## src/design/mirror_link_map.vh

```
// Bit positions, widths and timing figures of the mirror link parallel port
`ifndef MIRROR_LINK_MAP_VH
`define MIRROR_LINK_MAP_VH
`define CLK_FREQ_HZ 10000000
`define DL_PERIOD_US 100
`define DL_PERIOD_CYC ((`DL_PERIOD_US * `CLK_FREQ_HZ) / 1000000)
`define UV_GAP_US 15
`define UV_GAP_CYC ((`UV_GAP_US * `CLK_FREQ_HZ) / 1000000)
`define DL_RECOVER_MS 10
`define DL_RECOVER_CYC ((`DL_RECOVER_MS * `CLK_FREQ_HZ) / 1000)
`define UL_RECOVER_MS 5
`define UL_RECOVER_CYC ((`UL_RECOVER_MS * `CLK_FREQ_HZ) / 1000)
`define UL_MAX_TRIES 4'ha
`define CRC16_POLY 16'h1021
`define CRC16_INIT 16'hffff
`define ST_UL_LO 0
`define ST_UL_HI 1
`define ST_READY 2
`define ST_CMD_READY 3
`define ST_SUPPLY 4
`define ST_CABLE 5
`define ST_LAMP 6
`define ST_MOVING 7
`define ST_AX7_MOVE 8
`define ST_AX7_REF 9
`define ST_AX7_PLIM 10
`define ST_AX7_NLIM 11
`define ST_AX8_MOVE 12
`define ST_AX8_REF 13
`define ST_AX8_PLIM 14
`define ST_AX8_NLIM 15
`define LIMIT_MASK 16'hcc00
`define UL_CTRL_MASK 16'h0003
`define CB_SERVO_N 0
`define CB_PIEZO_N 1
`define CB_COMP_N 2
`define CB_EXT_N 3
`define CB_WIDTH 4
`endif

```

## src/design/word_buffer2.v

```verilog
// Two-entry valid/ready word buffer
`timescale 1ns/100ps
`default_nettype none
module word_buffer2
#(
   parameter WIDTH = 48
)
(
   input wire clk_in,
   input wire rst_in,
   input wire [WIDTH-1:0] wr_data_in,
   input wire wr_valid_in,
   output wire wr_ready_out,
   output reg [WIDTH-1:0] rd_data_out,
   output wire rd_valid_out,
   input wire rd_ready_in
);
   reg [WIDTH-1:0] mem_reg [0:1];
   reg wr_ptr_reg;
   reg rd_ptr_reg;
   reg [1:0] count_reg;
   wire do_wr;
   wire do_rd;
   assign wr_ready_out = (count_reg != 2'h2);
   assign rd_valid_out = (count_reg != 2'h0);
   assign do_wr = wr_valid_in & wr_ready_out;
   assign do_rd = rd_valid_out & rd_ready_in;
   always @*
   begin
      rd_data_out = mem_reg[rd_ptr_reg];
   end
   always @(posedge clk_in)
   begin
      if (do_wr)
      begin
         mem_reg[wr_ptr_reg] <= wr_data_in;
      end
      if (rst_in)
      begin
         wr_ptr_reg <= 1'b0;
         rd_ptr_reg <= 1'b0;
         count_reg <= 2'h0;
      end
      else
      begin
         if (do_wr)
         begin
            wr_ptr_reg <= ~wr_ptr_reg;
         end
         if (do_rd)
         begin
            rd_ptr_reg <= ~rd_ptr_reg;
         end
         count_reg <= count_reg + {1'b0, do_wr} - {1'b0, do_rd};
      end
   end
endmodule // word_buffer2
`default_nettype wire

```

## src/design/mirror_link_port.v

```verilog
// Mirror controller side of the link: downlink words, uplink checks, parallel ports
// Notes on behaviour
// - Status bits 0..1 uplink control, bit 2 ready, bit 3 command ready.
// - Bit 4 supply fault, bit 5 cable error, bit 6 lamp fault.
// - Bit 7 platform moving; bits 8..11 axis seven move, reference, limits.
// - Bits 12..15 axis eight move, reference, positive and negative limit.
// - Limit bits 10, 11, 14, 15 cleared on each accepted motion command.
// - Downlink handshake loss mid-frame or timeout resets link after 10 ms, then restarts.
// - During downlink recovery servo is held and drive outputs kept.
// - Uplink packets checked by CRC16; failed packets retried at most 9 times (10 tries).
// - Missing uplink handshake resets uplink after 5 ms, then resumes.
// - Uplink error handling never disturbs the periodic downlink.
// - Servo off: parallel targets go straight to converters, no slew limit.
// - Positions are 16-bit two's complement, LSB 0.002 arcsec.
// - Position inputs latch on strobe rising edge; jumper ties both strobes.
// - Control inputs latch on strobe rising edge, acting like serial commands.
// - Latched control bits are echoed on the control output.
// - Control bits active low; external-control low selects analog inputs.
// - Downlink positions output with high strobes, 15 us between axes.
// - Position outputs refresh every 100 us regardless of system state.
// - Auxiliary output carries motion controller status minus uplink bits.
// - Status output carries mirror status and pulses at waveform start.
// - Serial link runs asynchronously at 10 Mbit/s on RS-422.
`timescale 1ns/100ps
`default_nettype none
`include "mirror_link_map.vh"
module mirror_link_port
#(
   parameter POS_W = 16,
   parameter DL_RECOVER_CYC = `DL_RECOVER_CYC,
   parameter UL_RECOVER_CYC = `UL_RECOVER_CYC,
   parameter DL_TIMEOUT_CYC = 2 * `DL_PERIOD_CYC
)
(
   input wire MCLK_IN,
   input wire RST_IN,
   input wire [15:0] DL_WORD_IN,
   input wire DL_WORD_VALID_IN,
   input wire DL_HANDSHAKE_IN,
   input wire [15:0] UL_WORD_IN,
   input wire UL_WORD_VALID_IN,
   input wire UL_PKT_END_IN,
   input wire UL_HANDSHAKE_IN,
   input wire MOTION_CMD_IN,
   input wire [POS_W-1:0] POS_U_IN,
   input wire [POS_W-1:0] POS_V_IN,
   input wire POS_U_STB_IN,
   input wire POS_V_STB_IN,
   input wire POS_STROBE_TIE_JUMPER_IN,
   input wire ALL_STROBE_TIE_JUMPER_IN,
   input wire [`CB_WIDTH-1:0] CONTROL_BITS_INPUT_IN,
   input wire CTRL_STB_IN,
   input wire [3:0] MIRROR_STATUS_IN,
   input wire WAVEFORM_START_IN,
   output reg [POS_W-1:0] POS_U_BACKUP_OUT,
   output reg [POS_W-1:0] POS_V_BACKUP_OUT,
   output reg POS_U_STB_OUT,
   output reg POS_V_STB_OUT,
   output reg [15:0] STATUS_BACKUP_OUT,
   output reg [`CB_WIDTH-1:0] CTRL_ECHO_OUT,
   output reg [3:0] CTRL_STATUS_OUT,
   output reg WAVEFORM_START_PULSE_OUT,
   output reg [POS_W-1:0] DAC_U_OUT,
   output reg [POS_W-1:0] DAC_V_OUT,
   output reg SERVO_ON_OUT,
   output reg PIEZO_ON_OUT,
   output reg COMP_ON_OUT,
   output reg EXTERNAL_DRIVE_SELECT_N_OUT,
   output reg DL_RECOVERING_OUT,
   output reg UL_ACK_OUT,
   output reg UL_NAK_OUT,
   output reg UL_RESET_OUT
);
   localparam DL_IDLE = 2'h0;
   localparam DL_GOT_U = 2'h1;
   localparam DL_GOT_V = 2'h2;
   localparam DL_RECOVER = 2'h3;
   localparam UL_RUN = 1'b0;
   localparam UL_RESETTING = 1'b1;

   // CRC16 over one 16-bit word, MSB first
   function [15:0] crc16_word;
      input [15:0] crc;
      input [15:0] data;
      integer i;
      reg [15:0] c;
      begin
         c = crc;
         for (i = 15; i >= 0; i = i - 1)
         begin
            if (c[15] ^ data[i])
            begin
               c = {c[14:0], 1'b0} ^ `CRC16_POLY;
            end
            else
            begin
               c = {c[14:0], 1'b0};
            end
         end
         crc16_word = c;
      end
   endfunction

   // Downlink framing: U, V, status, then buffered for the output side
   reg [1:0] dl_state_reg;
   reg [POS_W-1:0] dl_u_reg;
   reg [POS_W-1:0] dl_v_reg;
   reg [23:0] dl_timer_reg;
   reg dl_hs_prev_reg;
   reg [47:0] dl_frame_reg;
   reg dl_frame_valid_reg;
   wire dl_buf_ready;
   wire [47:0] out_frame;
   wire out_valid;
   reg out_take;

   word_buffer2 #(.WIDTH(48)) frame_buf
   (
      .clk_in(MCLK_IN),
      .rst_in(RST_IN),
      .wr_data_in(dl_frame_reg),
      .wr_valid_in(dl_frame_valid_reg),
      .wr_ready_out(dl_buf_ready),
      .rd_data_out(out_frame),
      .rd_valid_out(out_valid),
      .rd_ready_in(out_take)
   );

   // Handshake falling mid-frame or long silence both count as a lost link
   wire dl_hs_lost = dl_hs_prev_reg & ~DL_HANDSHAKE_IN & (dl_state_reg != DL_IDLE);
   wire dl_timeout = (dl_state_reg != DL_RECOVER) && (dl_timer_reg >= DL_TIMEOUT_CYC - 1);

   always @(posedge MCLK_IN)
   begin
      if (RST_IN)
      begin
         dl_state_reg <= DL_IDLE;
         dl_u_reg <= 16'h0000;
         dl_v_reg <= 16'h0000;
         dl_timer_reg <= 24'h000000;
         dl_hs_prev_reg <= 1'b0;
         dl_frame_reg <= 48'h000000000000;
         dl_frame_valid_reg <= 1'b0;
         DL_RECOVERING_OUT <= 1'b0;
      end
      else
      begin
         dl_hs_prev_reg <= DL_HANDSHAKE_IN;
         if (dl_buf_ready)
         begin
            dl_frame_valid_reg <= 1'b0;
         end
         if ((dl_hs_lost | dl_timeout) && dl_state_reg != DL_RECOVER)
         begin
            dl_state_reg <= DL_RECOVER;
            dl_timer_reg <= 24'h000000;
            DL_RECOVERING_OUT <= 1'b1;
         end
         else
         begin
            case (dl_state_reg)
               DL_IDLE:
               begin
                  dl_timer_reg <= dl_timer_reg + 24'h000001;
                  if (DL_WORD_VALID_IN)
                  begin
                     dl_u_reg <= DL_WORD_IN;
                     dl_state_reg <= DL_GOT_U;
                  end
               end
               DL_GOT_U:
               begin
                  dl_timer_reg <= dl_timer_reg + 24'h000001;
                  if (DL_WORD_VALID_IN)
                  begin
                     dl_v_reg <= DL_WORD_IN;
                     dl_state_reg <= DL_GOT_V;
                  end
               end
               DL_GOT_V:
               begin
                  dl_timer_reg <= dl_timer_reg + 24'h000001;
                  if (DL_WORD_VALID_IN)
                  begin
                     // No validity check on downlink data; a full buffer holds the frame until a slot frees, and the next frame overwrites it
                     dl_frame_reg <= {DL_WORD_IN, dl_v_reg, dl_u_reg};
                     dl_frame_valid_reg <= 1'b1;
                     dl_state_reg <= DL_IDLE;
                     dl_timer_reg <= 24'h000000;
                  end
               end
               DL_RECOVER:
               begin
                  dl_timer_reg <= dl_timer_reg + 24'h000001;
                  if (dl_timer_reg >= DL_RECOVER_CYC - 1)
                  begin
                     dl_state_reg <= DL_IDLE;
                     dl_timer_reg <= 24'h000000;
                     DL_RECOVERING_OUT <= 1'b0;
                  end
               end
               default:
               begin
                  dl_state_reg <= DL_IDLE;
               end
            endcase
         end
      end
   end

   // Output side: fixed 100 us cadence, U strobe then V strobe 15 us later
   reg [15:0] tick_reg;
   reg [POS_W-1:0] v_hold_reg;
   reg [15:0] status_latch_reg;
   always @*
   begin
      out_take = out_valid && (tick_reg == 16'h0000);
   end

   always @(posedge MCLK_IN)
   begin
      if (RST_IN)
      begin
         tick_reg <= 16'h0000;
         v_hold_reg <= 16'h0000;
         status_latch_reg <= 16'h0000;
         POS_U_BACKUP_OUT <= 16'h0000;
         POS_V_BACKUP_OUT <= 16'h0000;
         POS_U_STB_OUT <= 1'b0;
         POS_V_STB_OUT <= 1'b0;
         STATUS_BACKUP_OUT <= 16'h0000;
      end
      else
      begin
         // Cadence runs even with no fresh frame, repeating the last values
         if (tick_reg >= `DL_PERIOD_CYC - 1)
         begin
            tick_reg <= 16'h0000;
         end
         else
         begin
            tick_reg <= tick_reg + 16'h0001;
         end
         POS_U_STB_OUT <= (tick_reg == 16'h0000);
         POS_V_STB_OUT <= (tick_reg == `UV_GAP_CYC);
         if (out_take)
         begin
            POS_U_BACKUP_OUT <= out_frame[15:0];
            v_hold_reg <= out_frame[31:16];
            status_latch_reg <= out_frame[47:32];
         end
         if (tick_reg == `UV_GAP_CYC - 1)
         begin
            POS_V_BACKUP_OUT <= v_hold_reg;
         end
         // Limit flags drop as soon as a motion command is accepted
         if (MOTION_CMD_IN)
         begin
            status_latch_reg <= (out_take ? out_frame[47:32] : status_latch_reg)
               & ~`LIMIT_MASK;
         end
         // Fields pass through at their own positions, uplink bits forced low
         STATUS_BACKUP_OUT <= (MOTION_CMD_IN ? status_latch_reg & ~`LIMIT_MASK
            : status_latch_reg) & ~`UL_CTRL_MASK;
      end
   end

   // Uplink: CRC over each packet, ack/nak with a retry limit, reset on lost handshake
   reg ul_state_reg;
   reg [15:0] ul_crc_reg;
   reg [3:0] ul_tries_reg;
   reg [23:0] ul_timer_reg;
   reg ul_hs_prev_reg;
   wire [15:0] ul_crc_now = crc16_word(ul_crc_reg, UL_WORD_IN);

   always @(posedge MCLK_IN)
   begin
      if (RST_IN)
      begin
         ul_state_reg <= UL_RUN;
         ul_crc_reg <= `CRC16_INIT;
         ul_tries_reg <= 4'h0;
         ul_timer_reg <= 24'h000000;
         ul_hs_prev_reg <= 1'b0;
         UL_ACK_OUT <= 1'b0;
         UL_NAK_OUT <= 1'b0;
         UL_RESET_OUT <= 1'b0;
      end
      else
      begin
         ul_hs_prev_reg <= UL_HANDSHAKE_IN;
         UL_ACK_OUT <= 1'b0;
         UL_NAK_OUT <= 1'b0;
         case (ul_state_reg)
            UL_RUN:
            begin
               // Uplink logic shares nothing with the downlink path
               if (ul_hs_prev_reg & ~UL_HANDSHAKE_IN)
               begin
                  ul_state_reg <= UL_RESETTING;
                  ul_timer_reg <= 24'h000000;
                  UL_RESET_OUT <= 1'b1;
               end
               else if (UL_WORD_VALID_IN & UL_PKT_END_IN)
               begin
                  ul_crc_reg <= `CRC16_INIT;
                  if (ul_crc_now == 16'h0000)
                  begin
                     UL_ACK_OUT <= 1'b1;
                     ul_tries_reg <= 4'h0;
                  end
                  else if (ul_tries_reg + 4'h1 >= `UL_MAX_TRIES)
                  begin
                     // Give up; sender raises the error
                     UL_NAK_OUT <= 1'b1;
                     ul_tries_reg <= 4'h0;
                  end
                  else
                  begin
                     UL_NAK_OUT <= 1'b1;
                     ul_tries_reg <= ul_tries_reg + 4'h1;
                  end
               end
               else if (UL_WORD_VALID_IN)
               begin
                  ul_crc_reg <= ul_crc_now;
               end
            end
            UL_RESETTING:
            begin
               ul_timer_reg <= ul_timer_reg + 24'h000001;
               ul_crc_reg <= `CRC16_INIT;
               ul_tries_reg <= 4'h0;
               if (ul_timer_reg >= UL_RECOVER_CYC - 1)
               begin
                  ul_state_reg <= UL_RUN;
                  UL_RESET_OUT <= 1'b0;
               end
            end
            default:
            begin
               ul_state_reg <= UL_RUN;
            end
         endcase
      end
   end

   // Parallel inputs: rising-edge latches with optional strobe ties
   reg u_stb_prev_reg;
   reg v_stb_prev_reg;
   reg c_stb_prev_reg;
   reg [POS_W-1:0] tgt_u_reg;
   reg [POS_W-1:0] tgt_v_reg;
   wire all_tie = ALL_STROBE_TIE_JUMPER_IN;
   wire pos_tie = POS_STROBE_TIE_JUMPER_IN | all_tie;
   wire u_rise = POS_U_STB_IN & ~u_stb_prev_reg;
   wire v_rise_own = POS_V_STB_IN & ~v_stb_prev_reg;
   wire c_rise_own = CTRL_STB_IN & ~c_stb_prev_reg;
   wire v_rise = pos_tie ? u_rise : v_rise_own;
   wire c_rise = all_tie ? u_rise : c_rise_own;

   always @(posedge MCLK_IN)
   begin
      if (RST_IN)
      begin
         u_stb_prev_reg <= 1'b0;
         v_stb_prev_reg <= 1'b0;
         c_stb_prev_reg <= 1'b0;
         tgt_u_reg <= 16'h0000;
         tgt_v_reg <= 16'h0000;
         CTRL_ECHO_OUT <= 4'hf;
         SERVO_ON_OUT <= 1'b0;
         PIEZO_ON_OUT <= 1'b0;
         COMP_ON_OUT <= 1'b0;
         EXTERNAL_DRIVE_SELECT_N_OUT <= 1'b1;
         DAC_U_OUT <= 16'h0000;
         DAC_V_OUT <= 16'h0000;
         CTRL_STATUS_OUT <= 4'h0;
         WAVEFORM_START_PULSE_OUT <= 1'b0;
      end
      else
      begin
         u_stb_prev_reg <= POS_U_STB_IN;
         v_stb_prev_reg <= POS_V_STB_IN;
         c_stb_prev_reg <= CTRL_STB_IN;
         if (u_rise)
         begin
            tgt_u_reg <= POS_U_IN;
         end
         if (v_rise)
         begin
            tgt_v_reg <= POS_V_IN;
         end
         if (c_rise)
         begin
            CTRL_ECHO_OUT <= CONTROL_BITS_INPUT_IN;
            SERVO_ON_OUT <= ~CONTROL_BITS_INPUT_IN[`CB_SERVO_N];
            PIEZO_ON_OUT <= ~CONTROL_BITS_INPUT_IN[`CB_PIEZO_N];
            COMP_ON_OUT <= ~CONTROL_BITS_INPUT_IN[`CB_COMP_N];
            EXTERNAL_DRIVE_SELECT_N_OUT <= CONTROL_BITS_INPUT_IN[`CB_EXT_N];
         end
         // Converters frozen during downlink recovery; no slew limiting here
         if (!DL_RECOVERING_OUT && !SERVO_ON_OUT)
         begin
            DAC_U_OUT <= tgt_u_reg;
            DAC_V_OUT <= tgt_v_reg;
         end
         CTRL_STATUS_OUT <= MIRROR_STATUS_IN;
         WAVEFORM_START_PULSE_OUT <= WAVEFORM_START_IN;
      end
   end
endmodule // mirror_link_port
`default_nettype wire

```

## config.mk

```make
export PLATFORM = sky130hd
export DESIGN_NAME = mirror_link_port
export DESIGN_NICKNAME = d
export VERILOG_FILES = /design/src/design/word_buffer2.v /design/src/design/mirror_link_port.v
export VERILOG_INCLUDE_DIRS = /design/src /design/src/design
export SDC_FILE = /design/constraint.sdc
export NUM_CORES = 1
export LEC_CHECK = 0
export BUFFER_PORTS_ARGS = -buffer_cell sky130_fd_sc_hd__buf_2
export CORE_ASPECT_RATIO = 0.9
export CORE_MARGIN = 10
export CORE_UTILIZATION = 62
export DETAILED_ROUTE_END_ITERATION = 8
export PLACE_DENSITY = 0.83
export SLEW_MARGIN = 20
export SYNTH_ARGS = -nofsm -noshare
export SYNTH_HDL_FRONTEND = slang
export SYNTH_HIERARCHICAL = 1
export SYNTH_SLANG_ARGS = --single-unit
export TNS_END_PERCENT = 5
```

## constraint.sdc

```tcl
create_clock -name MCLK_IN -period 4.6 [get_ports MCLK_IN]
set_input_delay 0.46 -clock MCLK_IN [delete_from_list [all_inputs] [get_ports MCLK_IN]]
set_output_delay 0.46 -clock MCLK_IN [all_outputs]
set_load 0.02 [all_outputs]
```

==> impl_metrics.ini <==
[global_route]
grt_util_all_layers_pct = 20.6
met1_usage_pct = 25.4
grt_start_max_net_pins = 158
grt_overflow = 0
top_usage_layer = met2
grt.met2_usage_pct = 35.6
grt_pass1_vias = 11432
grtUsageMet3_pct = 4.11
antenna_found_initial = 1
grt_pass1_wl_um = 56100

[placement]
gp_congestion = 0.864
numPortBuffers = 182
detailed_place_hpwl_um = 22500

[clocking]
cts-root-buf = clkbuf_16
cts_setup_buffers = 0
clock_sinks = 422
clk_latency_ns = 0.54
clkTransAtPathRegs_ns = 0.06
cts_max_path_buffers = 3
cts_tree = built
ctsHtreeMaxLevel = 2
cts_resized = 0
ctsHoldBuffers = 0
numCtsBuffers = 41

[critical_path]
worstSetupStartpoint = tick_reg[10]
path_buf_inv = 4
slowest_delay_ns = 0.44
crit_slowest_cell = nor4_1
worstPathArrival_ns = 3.75
reg2reg_from = tick_reg[10]
required_ns = 5.00
critPathKind = reg2reg
cp_max_fo = 47
start_kind = register
end_kind = register
crit_family = simple AND/OR/NAND/NOR gates
cp_cell_sequence = nor4_1, nand2_1, nor3_1, nand3_2, buf_4, inv_1, buf_4, o21a_1, ha_1, inv_1, ha_1, xor2_1, xnor2_1, nor2_1

[routing]
routed_wl_um = 34500
viasPerCell = 5.45
drcViolationCount = 0
ant_nets = 0
drt_iter0_drc = 753
via_count = 11440
firstDrtPassIters = 9
routedWlPerCell_um = 16.4

[layout]
diodes = 0
nFillCells = 1789
area_growth_syn_to_layout_pct = 15.1
fin_nets = 1820
drive_gt1_share_pct = 18.9
largest_reg_flops = 92
final_cell_mix = dfxtp_1 (329), nand2_1 (318), buf_2 (181)
final_common_cell = dfxtp_1

[floorplanning]
fp-row-count = 55
die_x_um = 189
die_y_um = 172
start_util_pct = 63.4
die_area_sq_um = 32700
io_pins = 185
core-area_sq_um = 25300

[timing]
worst_slew_pin_slew_ns = 1.10
setup_viol = 0
finClkSkew_ns = 0.0177
hold-worst-slack_ns = 0.134
fin_crit_sh_pct = 72.8
slew_headroom_pct = 26.9
layout_min_cycle_time_ns = 3.35
setup-tns-final_ns = 0
max_freq_mhz = 298
drv_slew = 0
rsz0062_at_grt = false
hold_viol = 0

[synth]
yosys_warnings = 6
syn_area_per_cell_sq_um = 10.2
netlist_area_sq_um = 16000
netlist_instances = 1567

[power_and_ir_drop]
p_int_mw = 6.28
seqPwrFrac_pct = 46.4
peakVddDrop_mv = 0.370
p_leak_nw = 6.90
comb_power_share_pct = 15.6
swShare_pct = 25.8
p_clk_share_pct = 38.1
power.total_mw = 8.47
power_switching_mw = 2.19
power.density_nw_per_um2 = 459

[outcome]
status = finished clean

[run]
max_cap_viol_count = 0

[hold_path]
hold_class = in2reg
holdCritStartpoint = MIRROR_STATUS_IN[1]
per-stage QoR:
| step | setup slack [ns] | cell area (sq um) | instances | utilization [%] |
|---|---|---|---|---|
| after floorplan | 1.66 | 16100 | 1581 | - |
| after detailed placement | 1.37 | 17100 | 2025 | 67.7 |
| after global placement | 1.53 | 17100 | 2025 | 67.7 |
| after global routing | 1.04 | 18400 | 2101 | 73.0 |
| after CTS | 1.28 | 18400 | 2101 | 73.0 |
| final | 1.25 | 18400 | 2101 | 73.0 |
area by class of cell:
type | instances | area [sq um] | area share, %
multi-input combinational | 1054 | 6260 | 33.9
tap | 342 | 428 | 2.32
timing repair buffer | 193 | 1000 | 5.44
clock inverter | 22 | 145 | 0.787
clock buffer | 54 | 1180 | 6.39
sequential | 422 | 9370 | 50.8
inverter | 14 | 52.6 | 0.285
layer usage:
metal  vias to the layer above  part of all wire, %
met2                       326                   49
met3                        57                  5.9
met1                      5451                   43
met5                         -                0.035
met4                         2                  1.9
li1                       5604                    -
worst reg2reg max path, delay by kind of cell (launching register included):
kind / cells / cell delay [ns]
compound gates: 1 / 0.26
xor+xnor: 2 / 0.30
fa+ha+maj: 2 / 0.38
buf+inv: 4 / 0.93
flops: 1 / 0.30
simple gates: 5 / 1.04
final timing paths:
kind	end	slack, ns	cells after the start
worst min register to register	status_latch_reg[6]	0.45	2
worst min-delay path	CTRL_STATUS_OUT[1]	0.13	2
worst max register to register	frame_buf/count_reg[1]	1.25	14
worst max-delay path	frame_buf/count_reg[1]	1.25	14
power groups by stage:
stage	clock [mW]	sequential (mW)	combinational [mW]
floorplan	0	4.01	1.03
global placement	0	4.00	1.27
detailed placement	0	4.01	1.29
CTS	3.28	3.93	1.32
global route	3.43	3.94	1.44
finish	3.22	3.93	1.32
Power figures use the tool's default switching activity.
